**config.mk**
```make
export PLATFORM = sky130hd
export DESIGN_NAME = psb_output_logic
export DESIGN_NICKNAME = d
export VERILOG_FILES = /design/src/core/psb_pkg.sv /design/src/core/psb_sync2.sv /design/src/core/psb_dead_time.sv /design/src/core/psb_output_logic.sv
export VERILOG_INCLUDE_DIRS = /design/src /design/src/core
export SDC_FILE = /design/constraint.sdc
export NUM_CORES = 1
export LEC_CHECK = 0
export BUFFER_PORTS_ARGS = -buffer_cell sky130_fd_sc_hd__buf_2
export CAP_MARGIN = 20
export CORE_UTILIZATION = 47
export DETAILED_ROUTE_END_ITERATION = 12
export PLACE_DENSITY = 0.66
export REMOVE_ABC_BUFFERS = 1
export SLEW_MARGIN = 10
export SYNTH_ARGS = -nofsm -noshare
export SYNTH_HDL_FRONTEND = slang
export SYNTH_SLANG_ARGS = --single-unit
```
**constraint.sdc**
```tcl
create_clock -name clock -period 9.75 [get_ports clock]
set_input_delay 0.4875 -clock clock [delete_from_list [all_inputs] [get_ports clock]]
set_output_delay 0.4875 -clock clock [all_outputs]
set_load 0.05 [all_outputs]
```
**src/core/psb_map.svh**
```systemverilog
// Register map, field positions, reset values and timing counts.
// Assumes a 10 MHz system clock; included by bare name.
`ifndef PSB_MAP_SVH
`define PSB_MAP_SVH

// ----------------------------------------------------------------
// Wishbone byte addresses
// ----------------------------------------------------------------
`define PSB_ADR_CTRL    8'h00
`define PSB_ADR_PERIOD  8'h04
`define PSB_ADR_PHASE   8'h08
`define PSB_ADR_DEAD1   8'h0C
`define PSB_ADR_DEAD2   8'h10
`define PSB_ADR_STATUS  8'h14
`define PSB_ADR_MASK    8'h18
`define PSB_ADR_STATE   8'h1C

// ----------------------------------------------------------------
// Control fields
// ----------------------------------------------------------------
`define PSB_CTRL_DEFEAT1 0
`define PSB_CTRL_DEFEAT2 1
`define PSB_CTRL_ADAPT   2
`define PSB_CTRL_PEAK    3
`define PSB_CTRL_EXTSYNC 4

// ----------------------------------------------------------------
// Status bits
// ----------------------------------------------------------------
`define PSB_ST_OC      0
`define PSB_ST_PEAK    1
`define PSB_ST_NOLOAD  2
`define PSB_ST_DISABLE 3
`define PSB_ST_SSDONE  4

// ----------------------------------------------------------------
// Reset values and timing
// ----------------------------------------------------------------
`define PSB_CTRL_RST  8'h00
`define PSB_MASK_RST  8'h00
`define PSB_PHASE_RST 8'h00
`define PSB_CLK_NS    100
`define PSB_OSC_NS    2000
`define PSB_OSC_CYC   ((`PSB_OSC_NS) / (`PSB_CLK_NS))
`define PSB_DEAD_NS   525
`define PSB_DEAD_CYC  (((`PSB_DEAD_NS) + (`PSB_CLK_NS) - 1) / (`PSB_CLK_NS))
`define PSB_SYNC_NS   85
`define PSB_SYNC_CYC  (((`PSB_SYNC_NS) + (`PSB_CLK_NS) - 1) / (`PSB_CLK_NS))

`endif

```
**src/core/psb_pkg.sv**
```systemverilog
// Types shared by the bridge output logic.
// Assumes nothing of its surroundings.
package psb_pkg;

  // ----------------------------------------------------------------
  // Restart sequencer states
  // ----------------------------------------------------------------
  typedef enum logic [2:0] {
    ST_RUN   = 3'b001,
    ST_STOP  = 3'b010,
    ST_START = 3'b100
  } psb_state_t;

endpackage : psb_pkg

```
**src/core/psb_sync2.sv**
```systemverilog
// Two-flop synchroniser for asynchronous pin inputs.
// Assumes inputs are levels that stay stable for several clocks.
`timescale 1ns/1ns
module psb_sync2 #(
  parameter int W = 1
) (
  // Clock and reset
  input  wire logic         clock,
  input  wire logic         nrst,
  // Data
  input  wire logic [W-1:0] din,
  output logic      [W-1:0] dout
);

  logic [W-1:0] stage1_r;
  logic [W-1:0] stage2_r;

  always_ff @(posedge clock or negedge nrst) begin
    if (!nrst) begin
      stage1_r <= '0;
      stage2_r <= '0;
    end else begin
      stage1_r <= din;
      stage2_r <= stage1_r;
    end
  end

  assign dout = stage2_r;

endmodule : psb_sync2

```
**src/core/psb_dead_time.sv**
```systemverilog
// One half-bridge: complementary drive pair with programmable dead time.
// Assumes phaseIn, deadCycles, defeat and kill come from the same clock.
`timescale 1ns/1ns
module psb_dead_time (
  // Clock and reset
  input  wire logic       clock,
  input  wire logic       nrst,
  // Control
  input  wire logic       phaseIn,
  input  wire logic [7:0] deadCycles,
  input  wire logic       defeat,
  input  wire logic       kill,
  // Drives
  output logic            driveFirst,
  output logic            driveSecond
);

  logic       last_r, last_nxt;
  logic [7:0] cnt_r, cnt_nxt;
  logic       first_r, first_nxt;
  logic       second_r, second_nxt;

  // ----------------------------------------------------------------
  // Dead time sequencing
  // ----------------------------------------------------------------
  always_comb begin
    last_nxt = phaseIn;
    cnt_nxt  = (cnt_r != 8'h00) ? cnt_r - 8'h01 : 8'h00;
    if (kill || (phaseIn != last_r)) begin
      cnt_nxt = defeat ? 8'h00 : deadCycles;
    end
    first_nxt  = !kill && (cnt_nxt == 8'h00) && phaseIn;
    second_nxt = !kill && (cnt_nxt == 8'h00) && !phaseIn;
  end

  always_ff @(posedge clock or negedge nrst) begin
    if (!nrst) begin
      last_r   <= 1'b0;
      cnt_r    <= 8'h00;
      first_r  <= 1'b0;
      second_r <= 1'b0;
    end else begin
      last_r   <= last_nxt;
      cnt_r    <= cnt_nxt;
      first_r  <= first_nxt;
      second_r <= second_nxt;
    end
  end

  assign driveFirst  = first_r;
  assign driveSecond = second_r;
endmodule : psb_dead_time

```
**src/core/psb_output_logic.sv**
```systemverilog
// Output sequencing of a phase-shift full-bridge controller.
// Assumes comparator outputs arrive as asynchronous digital pins and
// nrst is released once the supply is above its lockout level.
//
// Contract
// - Leg 1 outputs complementary, each toggles per oscillator cycle, half rate.
// - Leg 2 pair likewise, phase shifted against the leg 1 pair.
// - Leg 2 duty may depart from half while the phase changes.
// - Dead time within each leg, separately programmed per leg.
// - Delay defeat per leg removes that leg's dead time.
// - Full adaptive delay: zero-current dead time is four times peak-current.
// - No-load turns outputs off below low level, on above high level.
// - Peak current mode ends the conduction interval of that cycle.
// - Overcurrent disables outputs, then soft stop and full soft start.
// - Sync pulse width caps the reachable phase shift.
// - Forced soft-start low or overcurrent disables all outputs.
// - External sync clocks the block; otherwise sync pin drives clock out.
// - After overcurrent, discharge soft start until low, then soft start.
`timescale 1ns/1ns
`include "psb_map.svh"
module psb_output_logic (
  // Clock and reset
  input  wire logic        clock,
  input  wire logic        nrst,
  // Wishbone slave
  input  wire logic        wb_cyc_i,
  input  wire logic        wb_stb_i,
  input  wire logic        wb_we_i,
  input  wire logic [7:0]  wb_adr_i,
  input  wire logic [31:0] wb_dat_i,
  input  wire logic [3:0]  wb_sel_i,
  output logic      [31:0] wb_dat_o,
  output logic             wb_ack_o,
  // Comparator pins
  input  wire logic        overCurrentHit,
  input  wire logic        peakCurrentHit,
  input  wire logic        softstartDisableLow,
  input  wire logic        errorBelowTurnOff,
  input  wire logic        errorAboveTurnOn,
  input  wire logic [1:0]  currentLevel,
  input  wire logic [1:0]  adaptiveDelaySelect,
  // Sync pin
  input  wire logic        syncIn,
  output logic             syncOut,
  output logic             syncOe,
  // Bridge drives and soft start
  output logic             leg1DriveFirst,
  output logic             leg1DriveSecond,
  output logic             leg2DriveFirst,
  output logic             leg2DriveSecond,
  output logic             softstartDischarge,
  output logic             irq
);

  // ----------------------------------------------------------------
  // Pin synchronisers
  // ----------------------------------------------------------------
  logic [9:0] pinS;
  logic       syncS, ocS, peakS, disS, errLowS, errHighS;
  logic [1:0] curS, adsS;

  psb_sync2 #(.W(10)) u_sync (
    .clock (clock),
    .nrst  (nrst),
    .din   ({syncIn, overCurrentHit, peakCurrentHit, softstartDisableLow,
             errorBelowTurnOff, errorAboveTurnOn, currentLevel,
             adaptiveDelaySelect}),
    .dout  (pinS)
  );
  assign {syncS, ocS, peakS, disS, errLowS, errHighS, curS, adsS} = pinS;

  // ----------------------------------------------------------------
  // Register file
  // ----------------------------------------------------------------
  logic [7:0]  ctrl_r, ctrl_nxt, period_r, period_nxt, phase_r, phase_nxt;
  logic [7:0]  dead1_r, dead1_nxt, dead2_r, dead2_nxt;
  logic [7:0]  status_r, status_nxt, mask_r, mask_nxt, stateRd;
  logic [31:0] rdat_r, rdat_nxt;
  logic        ack_r, ack_nxt, irq_r, irq_nxt, wbHit, wbWr;
  logic [4:0]  events;

  assign wbHit = wb_cyc_i && wb_stb_i && !ack_r;
  // A write lands at the edge at which the master sees ack high.
  assign wbWr  = wb_cyc_i && wb_stb_i && ack_r && wb_we_i && wb_sel_i[0];

  always_comb begin
    ctrl_nxt   = ctrl_r;
    period_nxt = period_r;
    phase_nxt  = phase_r;
    dead1_nxt  = dead1_r;
    dead2_nxt  = dead2_r;
    mask_nxt   = mask_r;
    status_nxt = status_r;
    rdat_nxt   = rdat_r;
    ack_nxt    = wbHit;
    if (wbWr) begin
      case (wb_adr_i)
        `PSB_ADR_CTRL:   ctrl_nxt   = wb_dat_i[7:0];
        `PSB_ADR_PERIOD: period_nxt = wb_dat_i[7:0];
        `PSB_ADR_PHASE:  phase_nxt  = wb_dat_i[7:0];
        `PSB_ADR_DEAD1:  dead1_nxt  = wb_dat_i[7:0];
        `PSB_ADR_DEAD2:  dead2_nxt  = wb_dat_i[7:0];
        `PSB_ADR_STATUS: status_nxt = status_r & ~wb_dat_i[7:0];
        `PSB_ADR_MASK:   mask_nxt   = wb_dat_i[7:0];
        default: ;
      endcase
    end
    // A new event wins over a clear in the same cycle.
    status_nxt = status_nxt | {3'b000, events};
    if (wbHit) begin
      case (wb_adr_i)
        `PSB_ADR_CTRL:   rdat_nxt = {24'h000000, ctrl_r};
        `PSB_ADR_PERIOD: rdat_nxt = {24'h000000, period_r};
        `PSB_ADR_PHASE:  rdat_nxt = {24'h000000, phase_r};
        `PSB_ADR_DEAD1:  rdat_nxt = {24'h000000, dead1_r};
        `PSB_ADR_DEAD2:  rdat_nxt = {24'h000000, dead2_r};
        `PSB_ADR_STATUS: rdat_nxt = {24'h000000, status_r};
        `PSB_ADR_MASK:   rdat_nxt = {24'h000000, mask_r};
        `PSB_ADR_STATE:  rdat_nxt = {24'h000000, stateRd};
        default:         rdat_nxt = 32'h00000000;
      endcase
    end
    irq_nxt = |(status_r & mask_r);
  end

  always_ff @(posedge clock or negedge nrst) begin
    if (!nrst) begin
      ctrl_r   <= `PSB_CTRL_RST;
      period_r <= 8'(`PSB_OSC_CYC);
      phase_r  <= `PSB_PHASE_RST;
      dead1_r  <= 8'(`PSB_DEAD_CYC);
      dead2_r  <= 8'(`PSB_DEAD_CYC);
      mask_r   <= `PSB_MASK_RST;
      status_r <= 8'h00;
      rdat_r   <= 32'h00000000;
      ack_r    <= 1'b0;
      irq_r    <= 1'b0;
    end else begin
      ctrl_r   <= ctrl_nxt;
      period_r <= period_nxt;
      phase_r  <= phase_nxt;
      dead1_r  <= dead1_nxt;
      dead2_r  <= dead2_nxt;
      mask_r   <= mask_nxt;
      status_r <= status_nxt;
      rdat_r   <= rdat_nxt;
      ack_r    <= ack_nxt;
      irq_r    <= irq_nxt;
    end
  end

  // ----------------------------------------------------------------
  // Oscillator, sync pin and phase timing
  // ----------------------------------------------------------------
  logic       ext, peakMode, tick, syncLvl, leg2Due;
  logic [7:0] oscCnt_r, oscCnt_nxt, hold_r, hold_nxt;
  logic [7:0] wCnt_r, wCnt_nxt, width_r, width_nxt;
  logic [7:0] perCnt_r, perCnt_nxt, perMeas_r, perMeas_nxt;
  logic [7:0] pCnt_r, pCnt_nxt, perEff, phaseMax, phaseEff;
  logic [7:0] softLimit_r;
  logic       syncPrev_r, syncOut_r, syncOut_nxt, syncOe_r, syncOe_nxt;
  logic       leg1Ph_r, leg1Ph_nxt, leg2Ph_r, leg2Ph_nxt, done_r, done_nxt;
  logic       stopState;

  assign ext      = ctrl_r[`PSB_CTRL_EXTSYNC];
  assign peakMode = ctrl_r[`PSB_CTRL_PEAK];
  assign syncLvl  = ext ? syncS : syncOut_r;

  always_comb begin
    // External sync edges replace the internal oscillator.
    tick = ext ? (syncS && !syncPrev_r)
               : (oscCnt_r == period_r - 8'h01);
    oscCnt_nxt  = (ext || tick) ? 8'h00 : oscCnt_r + 8'h01;
    hold_nxt    = (hold_r != 8'h00) ? hold_r - 8'h01 : 8'h00;
    if (!ext && tick) begin
      hold_nxt = 8'(`PSB_SYNC_CYC);
    end
    syncOut_nxt = (hold_nxt != 8'h00);
    syncOe_nxt  = !ext;
    // The sync pulse width is measured and taken off the phase ceiling.
    wCnt_nxt  = syncLvl ? ((wCnt_r == 8'hFF) ? wCnt_r : wCnt_r + 8'h01)
                        : 8'h00;
    width_nxt = (!syncLvl && wCnt_r != 8'h00) ? wCnt_r : width_r;
    perCnt_nxt  = tick ? 8'h00
                : ((perCnt_r == 8'hFF) ? perCnt_r : perCnt_r + 8'h01);
    perMeas_nxt = tick ? perCnt_r + 8'h01 : perMeas_r;
    perEff   = ext ? perMeas_r : period_r;
    phaseMax = (perEff > width_r) ? perEff - width_r : 8'h00;
    phaseEff = (phase_r < phaseMax) ? phase_r : phaseMax;
    if (softLimit_r < phaseEff) begin
      phaseEff = softLimit_r;
    end
    pCnt_nxt = tick ? 8'h00
             : ((pCnt_r == 8'hFF) ? pCnt_r : pCnt_r + 8'h01);
    // Leg 2 flips once per cycle, at the phase count or the peak trip.
    leg2Due = (tick || !done_r)
              && ((pCnt_nxt == phaseEff) || (peakMode && peakS));
    leg1Ph_nxt = leg1Ph_r ^ tick;
    leg2Ph_nxt = leg2Ph_r ^ leg2Due;
    done_nxt   = tick ? leg2Due : (done_r || leg2Due);
  end

  always_ff @(posedge clock or negedge nrst) begin
    if (!nrst) begin
      oscCnt_r   <= 8'h00;
      hold_r     <= 8'h00;
      syncPrev_r <= 1'b0;
      syncOut_r  <= 1'b0;
      syncOe_r   <= 1'b0;
      wCnt_r     <= 8'h00;
      width_r    <= 8'h00;
      perCnt_r   <= 8'h00;
      perMeas_r  <= 8'h00;
      pCnt_r     <= 8'h00;
      leg1Ph_r   <= 1'b0;
      leg2Ph_r   <= 1'b0;
      done_r     <= 1'b0;
    end else begin
      oscCnt_r   <= oscCnt_nxt;
      hold_r     <= hold_nxt;
      syncPrev_r <= syncS;
      syncOut_r  <= syncOut_nxt;
      syncOe_r   <= syncOe_nxt;
      wCnt_r     <= wCnt_nxt;
      width_r    <= width_nxt;
      perCnt_r   <= perCnt_nxt;
      perMeas_r  <= perMeas_nxt;
      pCnt_r     <= pCnt_nxt;
      leg1Ph_r   <= leg1Ph_nxt;
      leg2Ph_r   <= leg2Ph_nxt;
      done_r     <= done_nxt;
    end
  end

  // ----------------------------------------------------------------
  // Fault, disable and soft start sequencing
  // ----------------------------------------------------------------
  psb_pkg::psb_state_t state_r, state_nxt;
  logic [7:0] softLimit_nxt;
  logic       noLoad_r, noLoad_nxt, disPrev_r, kill, ssDone;

  assign stopState = (state_r == psb_pkg::ST_STOP);

  always_comb begin
    state_nxt     = state_r;
    softLimit_nxt = softLimit_r;
    ssDone        = 1'b0;
    noLoad_nxt    = errLowS ? 1'b1 : (errHighS ? 1'b0 : noLoad_r);
    unique case (state_r)
      psb_pkg::ST_RUN: begin
        softLimit_nxt = 8'hFF;
        if (ocS) begin
          state_nxt = psb_pkg::ST_STOP;
        end else if (disS) begin
          state_nxt     = psb_pkg::ST_START;
          softLimit_nxt = 8'h00;
        end
      end
      psb_pkg::ST_STOP: begin
        softLimit_nxt = 8'h00;
        if (disS && !ocS) begin
          state_nxt = psb_pkg::ST_START;
        end
      end
      psb_pkg::ST_START: begin
        if (ocS) begin
          state_nxt     = psb_pkg::ST_STOP;
          softLimit_nxt = 8'h00;
        end else if (disS) begin
          softLimit_nxt = 8'h00;
        end else if (tick && softLimit_r >= perEff) begin
          state_nxt     = psb_pkg::ST_RUN;
          softLimit_nxt = 8'hFF;
          ssDone        = 1'b1;
        end else if (tick) begin
          softLimit_nxt = softLimit_r + 8'h01;
        end
      end
      default: begin
        state_nxt     = psb_pkg::ST_STOP;
        softLimit_nxt = 8'h00;
      end
    endcase
  end

  always_ff @(posedge clock or negedge nrst) begin
    if (!nrst) begin
      state_r     <= psb_pkg::ST_START;
      softLimit_r <= 8'h00;
      noLoad_r    <= 1'b1;
      disPrev_r   <= 1'b0;
    end else begin
      state_r     <= state_nxt;
      softLimit_r <= softLimit_nxt;
      noLoad_r    <= noLoad_nxt;
      disPrev_r   <= disS;
    end
  end

  // All four drives go low on any shutdown cause.
  assign kill = stopState || disS || noLoad_r || ocS;

  assign events = {ssDone, disS && !disPrev_r, errLowS && !noLoad_r,
                   peakMode && peakS && leg2Due && (pCnt_nxt != phaseEff),
                   ocS && !stopState};
  assign stateRd = {2'b00, noLoad_r, leg2Ph_r, leg1Ph_r, state_r};

  // ----------------------------------------------------------------
  // Dead time and drive stages
  // ----------------------------------------------------------------
  function automatic logic [7:0] scaleDead(input logic [7:0] base,
                                           input logic [1:0] diff);
    logic [7:0] v;
    unique case (diff)
      2'd0: v = base;
      2'd1: v = base >> 1;
      2'd2: v = (base >> 2) + (base >> 4) + (base >> 6);
      2'd3: v = base >> 2;
    endcase
    if (v == 8'h00 && base != 8'h00) begin
      v = 8'h01;
    end
    return v;
  endfunction : scaleDead

  logic [1:0] diff;
  logic [7:0] deadEff1, deadEff2;

  // Dead time falls with load, four to one between zero and peak current.
  assign diff     = (curS > adsS) ? curS - adsS : 2'd0;
  assign deadEff1 = ctrl_r[`PSB_CTRL_ADAPT] ? scaleDead(dead1_r, diff)
                                            : dead1_r;
  assign deadEff2 = ctrl_r[`PSB_CTRL_ADAPT] ? scaleDead(dead2_r, diff)
                                            : dead2_r;

  psb_dead_time u_leg1 (
    .clock       (clock),
    .nrst        (nrst),
    .phaseIn     (leg1Ph_r),
    .deadCycles  (deadEff1),
    .defeat      (ctrl_r[`PSB_CTRL_DEFEAT1]),
    .kill        (kill),
    .driveFirst  (leg1DriveFirst),
    .driveSecond (leg1DriveSecond)
  );

  psb_dead_time u_leg2 (
    .clock       (clock),
    .nrst        (nrst),
    .phaseIn     (leg2Ph_r),
    .deadCycles  (deadEff2),
    .defeat      (ctrl_r[`PSB_CTRL_DEFEAT2]),
    .kill        (kill),
    .driveFirst  (leg2DriveFirst),
    .driveSecond (leg2DriveSecond)
  );

  assign wb_dat_o           = rdat_r;
  assign wb_ack_o           = ack_r;
  assign syncOut            = syncOut_r;
  assign syncOe             = syncOe_r;
  assign softstartDischarge = state_r[1];
  assign irq                = irq_r;
endmodule : psb_output_logic

```
* Word-level counts from Yosys, hierarchy flattened *
Cells that the tools add are included.

storage, ports and cells
  register bits = 207
  input port bits = 59
  output and inout port bits = 41
  word-level logic and storage cells = 211

operators by class
  $add $sub $neg = 15
  magnitude comparators = 5
  eq/ne operators = 28
  muxes and demuxes = 52
  bitwise operators = 6
  reductions and logical operators = 68

operator list
  operator               number
  $mux W8                31
  $pmux W8 S4            2
  $pmux W8 S8            1
  $reduce_bool A8 Y1     7
  $add A8 B1 Y8 const B  5
  $logic_not A8 Y1       5
  $eq A8 B5 Y1 const B   4
  $sub A8 B1 Y8 const B  4
  $logic_and A1 B1 Y1    25
  $eq A8 B8 Y1 const B   3
  $mux W3                6
  $add A7 B2 Y8          2
  $and A8 B8 Y8          2
  $eq A8 B4 Y1 const B   2
  $eq A8 B8 Y1           2
  $lt A8 B8 Y1           2
  $pmux W8 S2            1
  $add A6 B4 Y7          2
  $logic_not A1 Y1       12
  $reduce_and A2 Y1      6
  $logic_or A1 B1 Y1     9
  $mux W1                9
  $pmux W3 S3            1
  $eq A8 B3 Y1 const B   1
  25 further kinds       30

* Logic depth before layout (Yosys ltp) *
  depth after elaboration = 13
  mapped depth = 28
  mapped depth without buffers = 26

* Cells and area by module *
From an unflattened synthesis, not the netlist that was laid out.

unflattened totals
  cell total of the unflattened synthesis = 1128
  area, all modules = 11098.1 um^2

modules (own cells, without submodules)
  module            instances  cells an instance  area an instance (um^2)  sequential area each (um^2)
  psb_output_logic  1          992                9381.5                   3538.4
  psb_dead_time     2          58                 608.1                    275.3
  psb_sync2         1          20                 500.5                    500.5

* Worst setup path after synthesis *
No wires, ideal clock.

  path kind = register to register
  start = register ctrl_r[4]
  end = register status_r[1]
  setup time = 121 ps
  arrival time = 5905 ps
  required time = 9629 ps
  slack = 3724 ps
  cell stages (with the launch flop) = 27
  clock period less this slack = 6026 ps
  cells stage by stage = dfrtp_1 > buf_1 > nand2_1 > a21boi_0 > ha_1 > fa_1 > nand3b_1 > a21oi_1 > o21ai_0 > a21oi_1 > inv_1 > ha_1 > nand4_1 > o41a_1 > nand2_1 > mux2i_1 > ha_1 > a211oi_1 > o21bai_1 > nand2b_1 > a21oi_1 > nor2_1 > mux2_2 > xnor2_1 > nor4_4 > nand3b_1 > a22o_1

on the way
  word-level cells in the longest chain between the ends = 13

RTL lines
  what                                           line                     source
  from (decl)                                    psb_output_logic.sv:75   logic [7:0] ctrl_r, ctrl_nxt, period_r, period_nxt, phase_r, phase_nxt;
  from (signal assigned)                         psb_output_logic.sv:128  ctrl_r <= `PSB_CTRL_RST;
  from (signal assigned)                         psb_output_logic.sv:139  ctrl_r <= ctrl_nxt;
  $mux W8                                        psb_output_logic.sv:187  perEff = ext ? perMeas_r : period_r;
  $sub A8 B8 Y8 or $gt A8 B8 Y1 (tied branches)  psb_output_logic.sv:188  phaseMax = (perEff > width_r) ? perEff - width_r : 8'h00;
  $mux W8                                        psb_output_logic.sv:188
  $lt A8 B8 Y1                                   psb_output_logic.sv:189  phaseEff = (phase_r < phaseMax) ? phase_r : phaseMax;
  $mux W8                                        psb_output_logic.sv:189
  $lt A8 B8 Y1                                   psb_output_logic.sv:190  if (softLimit_r < phaseEff) begin
  $mux W8                                        psb_output_logic.sv:190
  $eq A8 B8 Y1                                   psb_output_logic.sv:197  && ((pCnt_nxt == phaseEff) || (peakMode && peakS));
  $logic_or A1 B1 Y1                             psb_output_logic.sv:197
  $logic_and A1 B1 Y1                            psb_output_logic.sv:197
  $logic_and A1 B1 Y1                            psb_output_logic.sv:304  peakMode && peakS && leg2Due && (pCnt_nxt != phaseEff),
  $logic_and A1 B1 Y1 (*)                        psb_output_logic.sv:304
  $or A8 B5 Y8 (*)                               psb_output_logic.sv:109  status_nxt = status_nxt | {3'b000, events};
  net status_nxt[1]                              psb_output_logic.sv:77   logic [7:0] status_r, status_nxt, mask_r, mask_nxt, stateRd;
  to (signal assigned)                           psb_output_logic.sv:145  status_r <= status_nxt;
  to (decl)                                      psb_output_logic.sv:77

Mark *: on every way through the listed nets, which the timed path passes. The rest lies on a longest branch.
A chain may end at the register's enable or synchronous reset.

* Worst setup path after layout *
Same ends and word-level chain as after synthesis.

==> flow_summary.ini <==
[outcome]
outcome = finished clean

[finish]
area_delta_synth_final_pct = 9.15
final_area_um2 = 12100
final_nets = 1281
seq_area_um2 = 4590
diodes = 0
multi_input_area_um2 = 6000
drive_above_1_share_pct = 14.2
nFillCells = 2108

[sta]
tightest_slew_ps = 1060
period_needed_ps = 7150
clock_skew_ps = 10.5
setup_viol = 0
hold_violations = 0
tns_ps = 0
maxSlewViolCount = 0
rsz0062_at_grt = false
period_share_pct = 73.3
max-slew-margin-rel_pct = 28.8
fmax_mhz = 140

[worst_hold_path]
min_path_type = in -> async

[clocking]
htree_num_levels = 4
cts.sinks = 183
cts_buffers = 17
cts_tree = built
post_cts_buffers = 0
clkTransAtPathRegs_ps = 80
ctsResizeCount = 0
root_buffer = clkbuf_16
clockBufferDepth = 2
postCtsHoldBufs = 0
insertion_delay_ps = 430

[floorplanning]
start_util_pct = 48.5
core-area_um2 = 22800
dieArea_um2 = 24200
io_pins = 100
die_h_um = 155
fp.dieW_um = 155
row_count = 55

[global_routing]
grt_pass1_wl_mm = 43.9
overflow = 0
grt_max_degree = 99
grt_antenna_before_repair = 0
grt_pass1_vias = 8390
grt_util_all_layers_pct = 23.2

[placed_design]
port_buffers = 48
globalplace.congestion = 0.922
place_area_um2 = 11500
dp_hpwl_mm = 19.4

[logic_synthesis]
synth_edf_count = 0
yosys.area.top_type = dfrtp_1
synthTopCellsByArea = dfrtp_1 (40%), ha_1 (6.3%), mux2_2 (5.0%)
syn_area_um2 = 11100
yosysTopAreaCellShare_pct = 39.6
synth-seq-cells = 183
synth.distinct_cells = 85
synth_seq_area_share_pct = 41.5
yosysMostFrequentCell = dfrtp_1
syn_inst = 1123
yosys_warnings = 0
synth_area_per_cell_um2 = 9.86
ys_top_cells_by_count = dfrtp_1 (175), nor2_1 (87), nand2_1 (70)
synthArstFlopShare_pct = 100
synth_ff_type = dfrtp_1

[critical_path]
end_kind = flop
reg2reg_slack_ps = 2600
worstPathArrival_ps = 7470
worst-setup-path-type = reg -> reg
start_kind = flop
crit_fanout = 13
cp.required_ps = 10080

[drt]
vias = 8686
first_pass_iters = 6
finalWirelength_mm = 26.8
detail-route-antenna-nets = 0
drt-wirelength-per-cell_um = 18.0
routed_via_density = 5.85
drc = 0
dr.first_iter.drc_count = 828

[pwr]
p_leak_nw = 5.63
p_per_area_nw_per_um2 = 213
vdd_drop_max_v = 0.000119

[flow_run]
max-cap-violations = 0
path summary, 6_finish.rpt:
check	endpoint	cells after the start	start
max	status_r[1]	25	ctrl_r[4]
min	hold_r[6]	1	nrst
max reg2reg	status_r[1]	25	ctrl_r[4]
min reg2reg	u_sync.dout[1]	0	u_sync.stage1_r[1]
max in group asynchronous	period_r[4]	3	nrst
min in group clock	u_sync.stage1_r[8]	1	overCurrentHit
worst max-delay path, stage by stage (launching register included):
cell and delay [ps]:
dfrtp_1 620, inv_1 320, a21boi_0 170, ha_1 240, fa_1 420, nand3b_1 220, a21oi_1 430, o21ai_0 210
a21oi_1 260, inv_1 70, ha_1 300, nand4_1 230, o41a_1 530, nand2_1 180, mux2i_1 350, ha_1 310
a211oi_1 210, o21bai_1 140, nand2b_1 170, a21oi_1 270, or2_0 330, nand2_1 90, o221a_2 280, a221oi_2 320
nand3b_1 150, a22o_1 220
cells by family (layout without fill, tap and decap cells):
logic type	Yosys count	count (layout)	share of synthesized area (%)
adders and majority gates	64	64	7.78
buffers and inverters	120	145	5.14
muxes	77	77	7.55
AOI/OAI and AO/OA	280	280	17.4
DFF	183	183	41.5
and+or+nand+nor	339	339	16.0
xor gates and xnor gates	59	59	4.67
other	1	24	0.0339
cells in the final DEF (no fill, tap or decap), types with 25 or more instances in the layout:
| cell type | instances |
|---|---|
| nand2_1 | 70 |
| nand3_1 | 30 |
| xnor2_1 | 30 |
| a21oi_1 | 48 |
| nor2_1 | 87 |
| buf_2 | 47 |
| a22oi_1 | 39 |
| nor3_1 | 27 |
| ha_1 | 56 |
| o21ai_0 | 60 |
| mux2i_1 | 25 |
| dfrtp_1 | 175 |
| xor2_1 | 29 |
| inv_1 | 56 |
| mux2_2 | 49 |
per-stage QoR:
step	hold WS, ps	instances	setup slack [ps]	util (%)	power [mW]
finish	135	1484	2600	52.9	2.57
global route	135	1484	2120	52.9	2.76
CTS	138	1483	2680	52.8	2.58
detailed placement	336	1451	2690	50.3	1.91
global placement	334	1451	2790	50.3	1.89
floorplan	192	1082	3840	-	1.68
per-layer routing:
layer	global-route usage [%]	share of wire [%]	wire, µm	vias up
met4	7.98	2.3	624	0
met2	36.7	46	12300	293
met1	32.1	47	12400	4205
li1	-	-	-	4149
met3	3.76	5.2	1390	39
met5	0	0	0	-
where the power goes:
group / total [mW] / switching (mW) / internal, mW
sequential: 0.965 / 0.105 / 0.861
clock: 0.664 / 0.325 / 0.339
combinational: 0.945 / 0.582 / 0.364
layout make-up:
| cell class | instances | share of cell area [%] |
|---|---|---|
| Clock buffer | 18 | 3.55 |
| Clock inverter | 14 | 1.13 |
| Inverter | 56 | 1.74 |
| Multi-Input combinational cell | 843 | 49.6 |
| Sequential cell | 183 | 38.0 |
| Tap cell | 313 | 3.24 |
| Timing Repair Buffer | 57 | 2.72 |
Power figures use the tool's default switching activity.
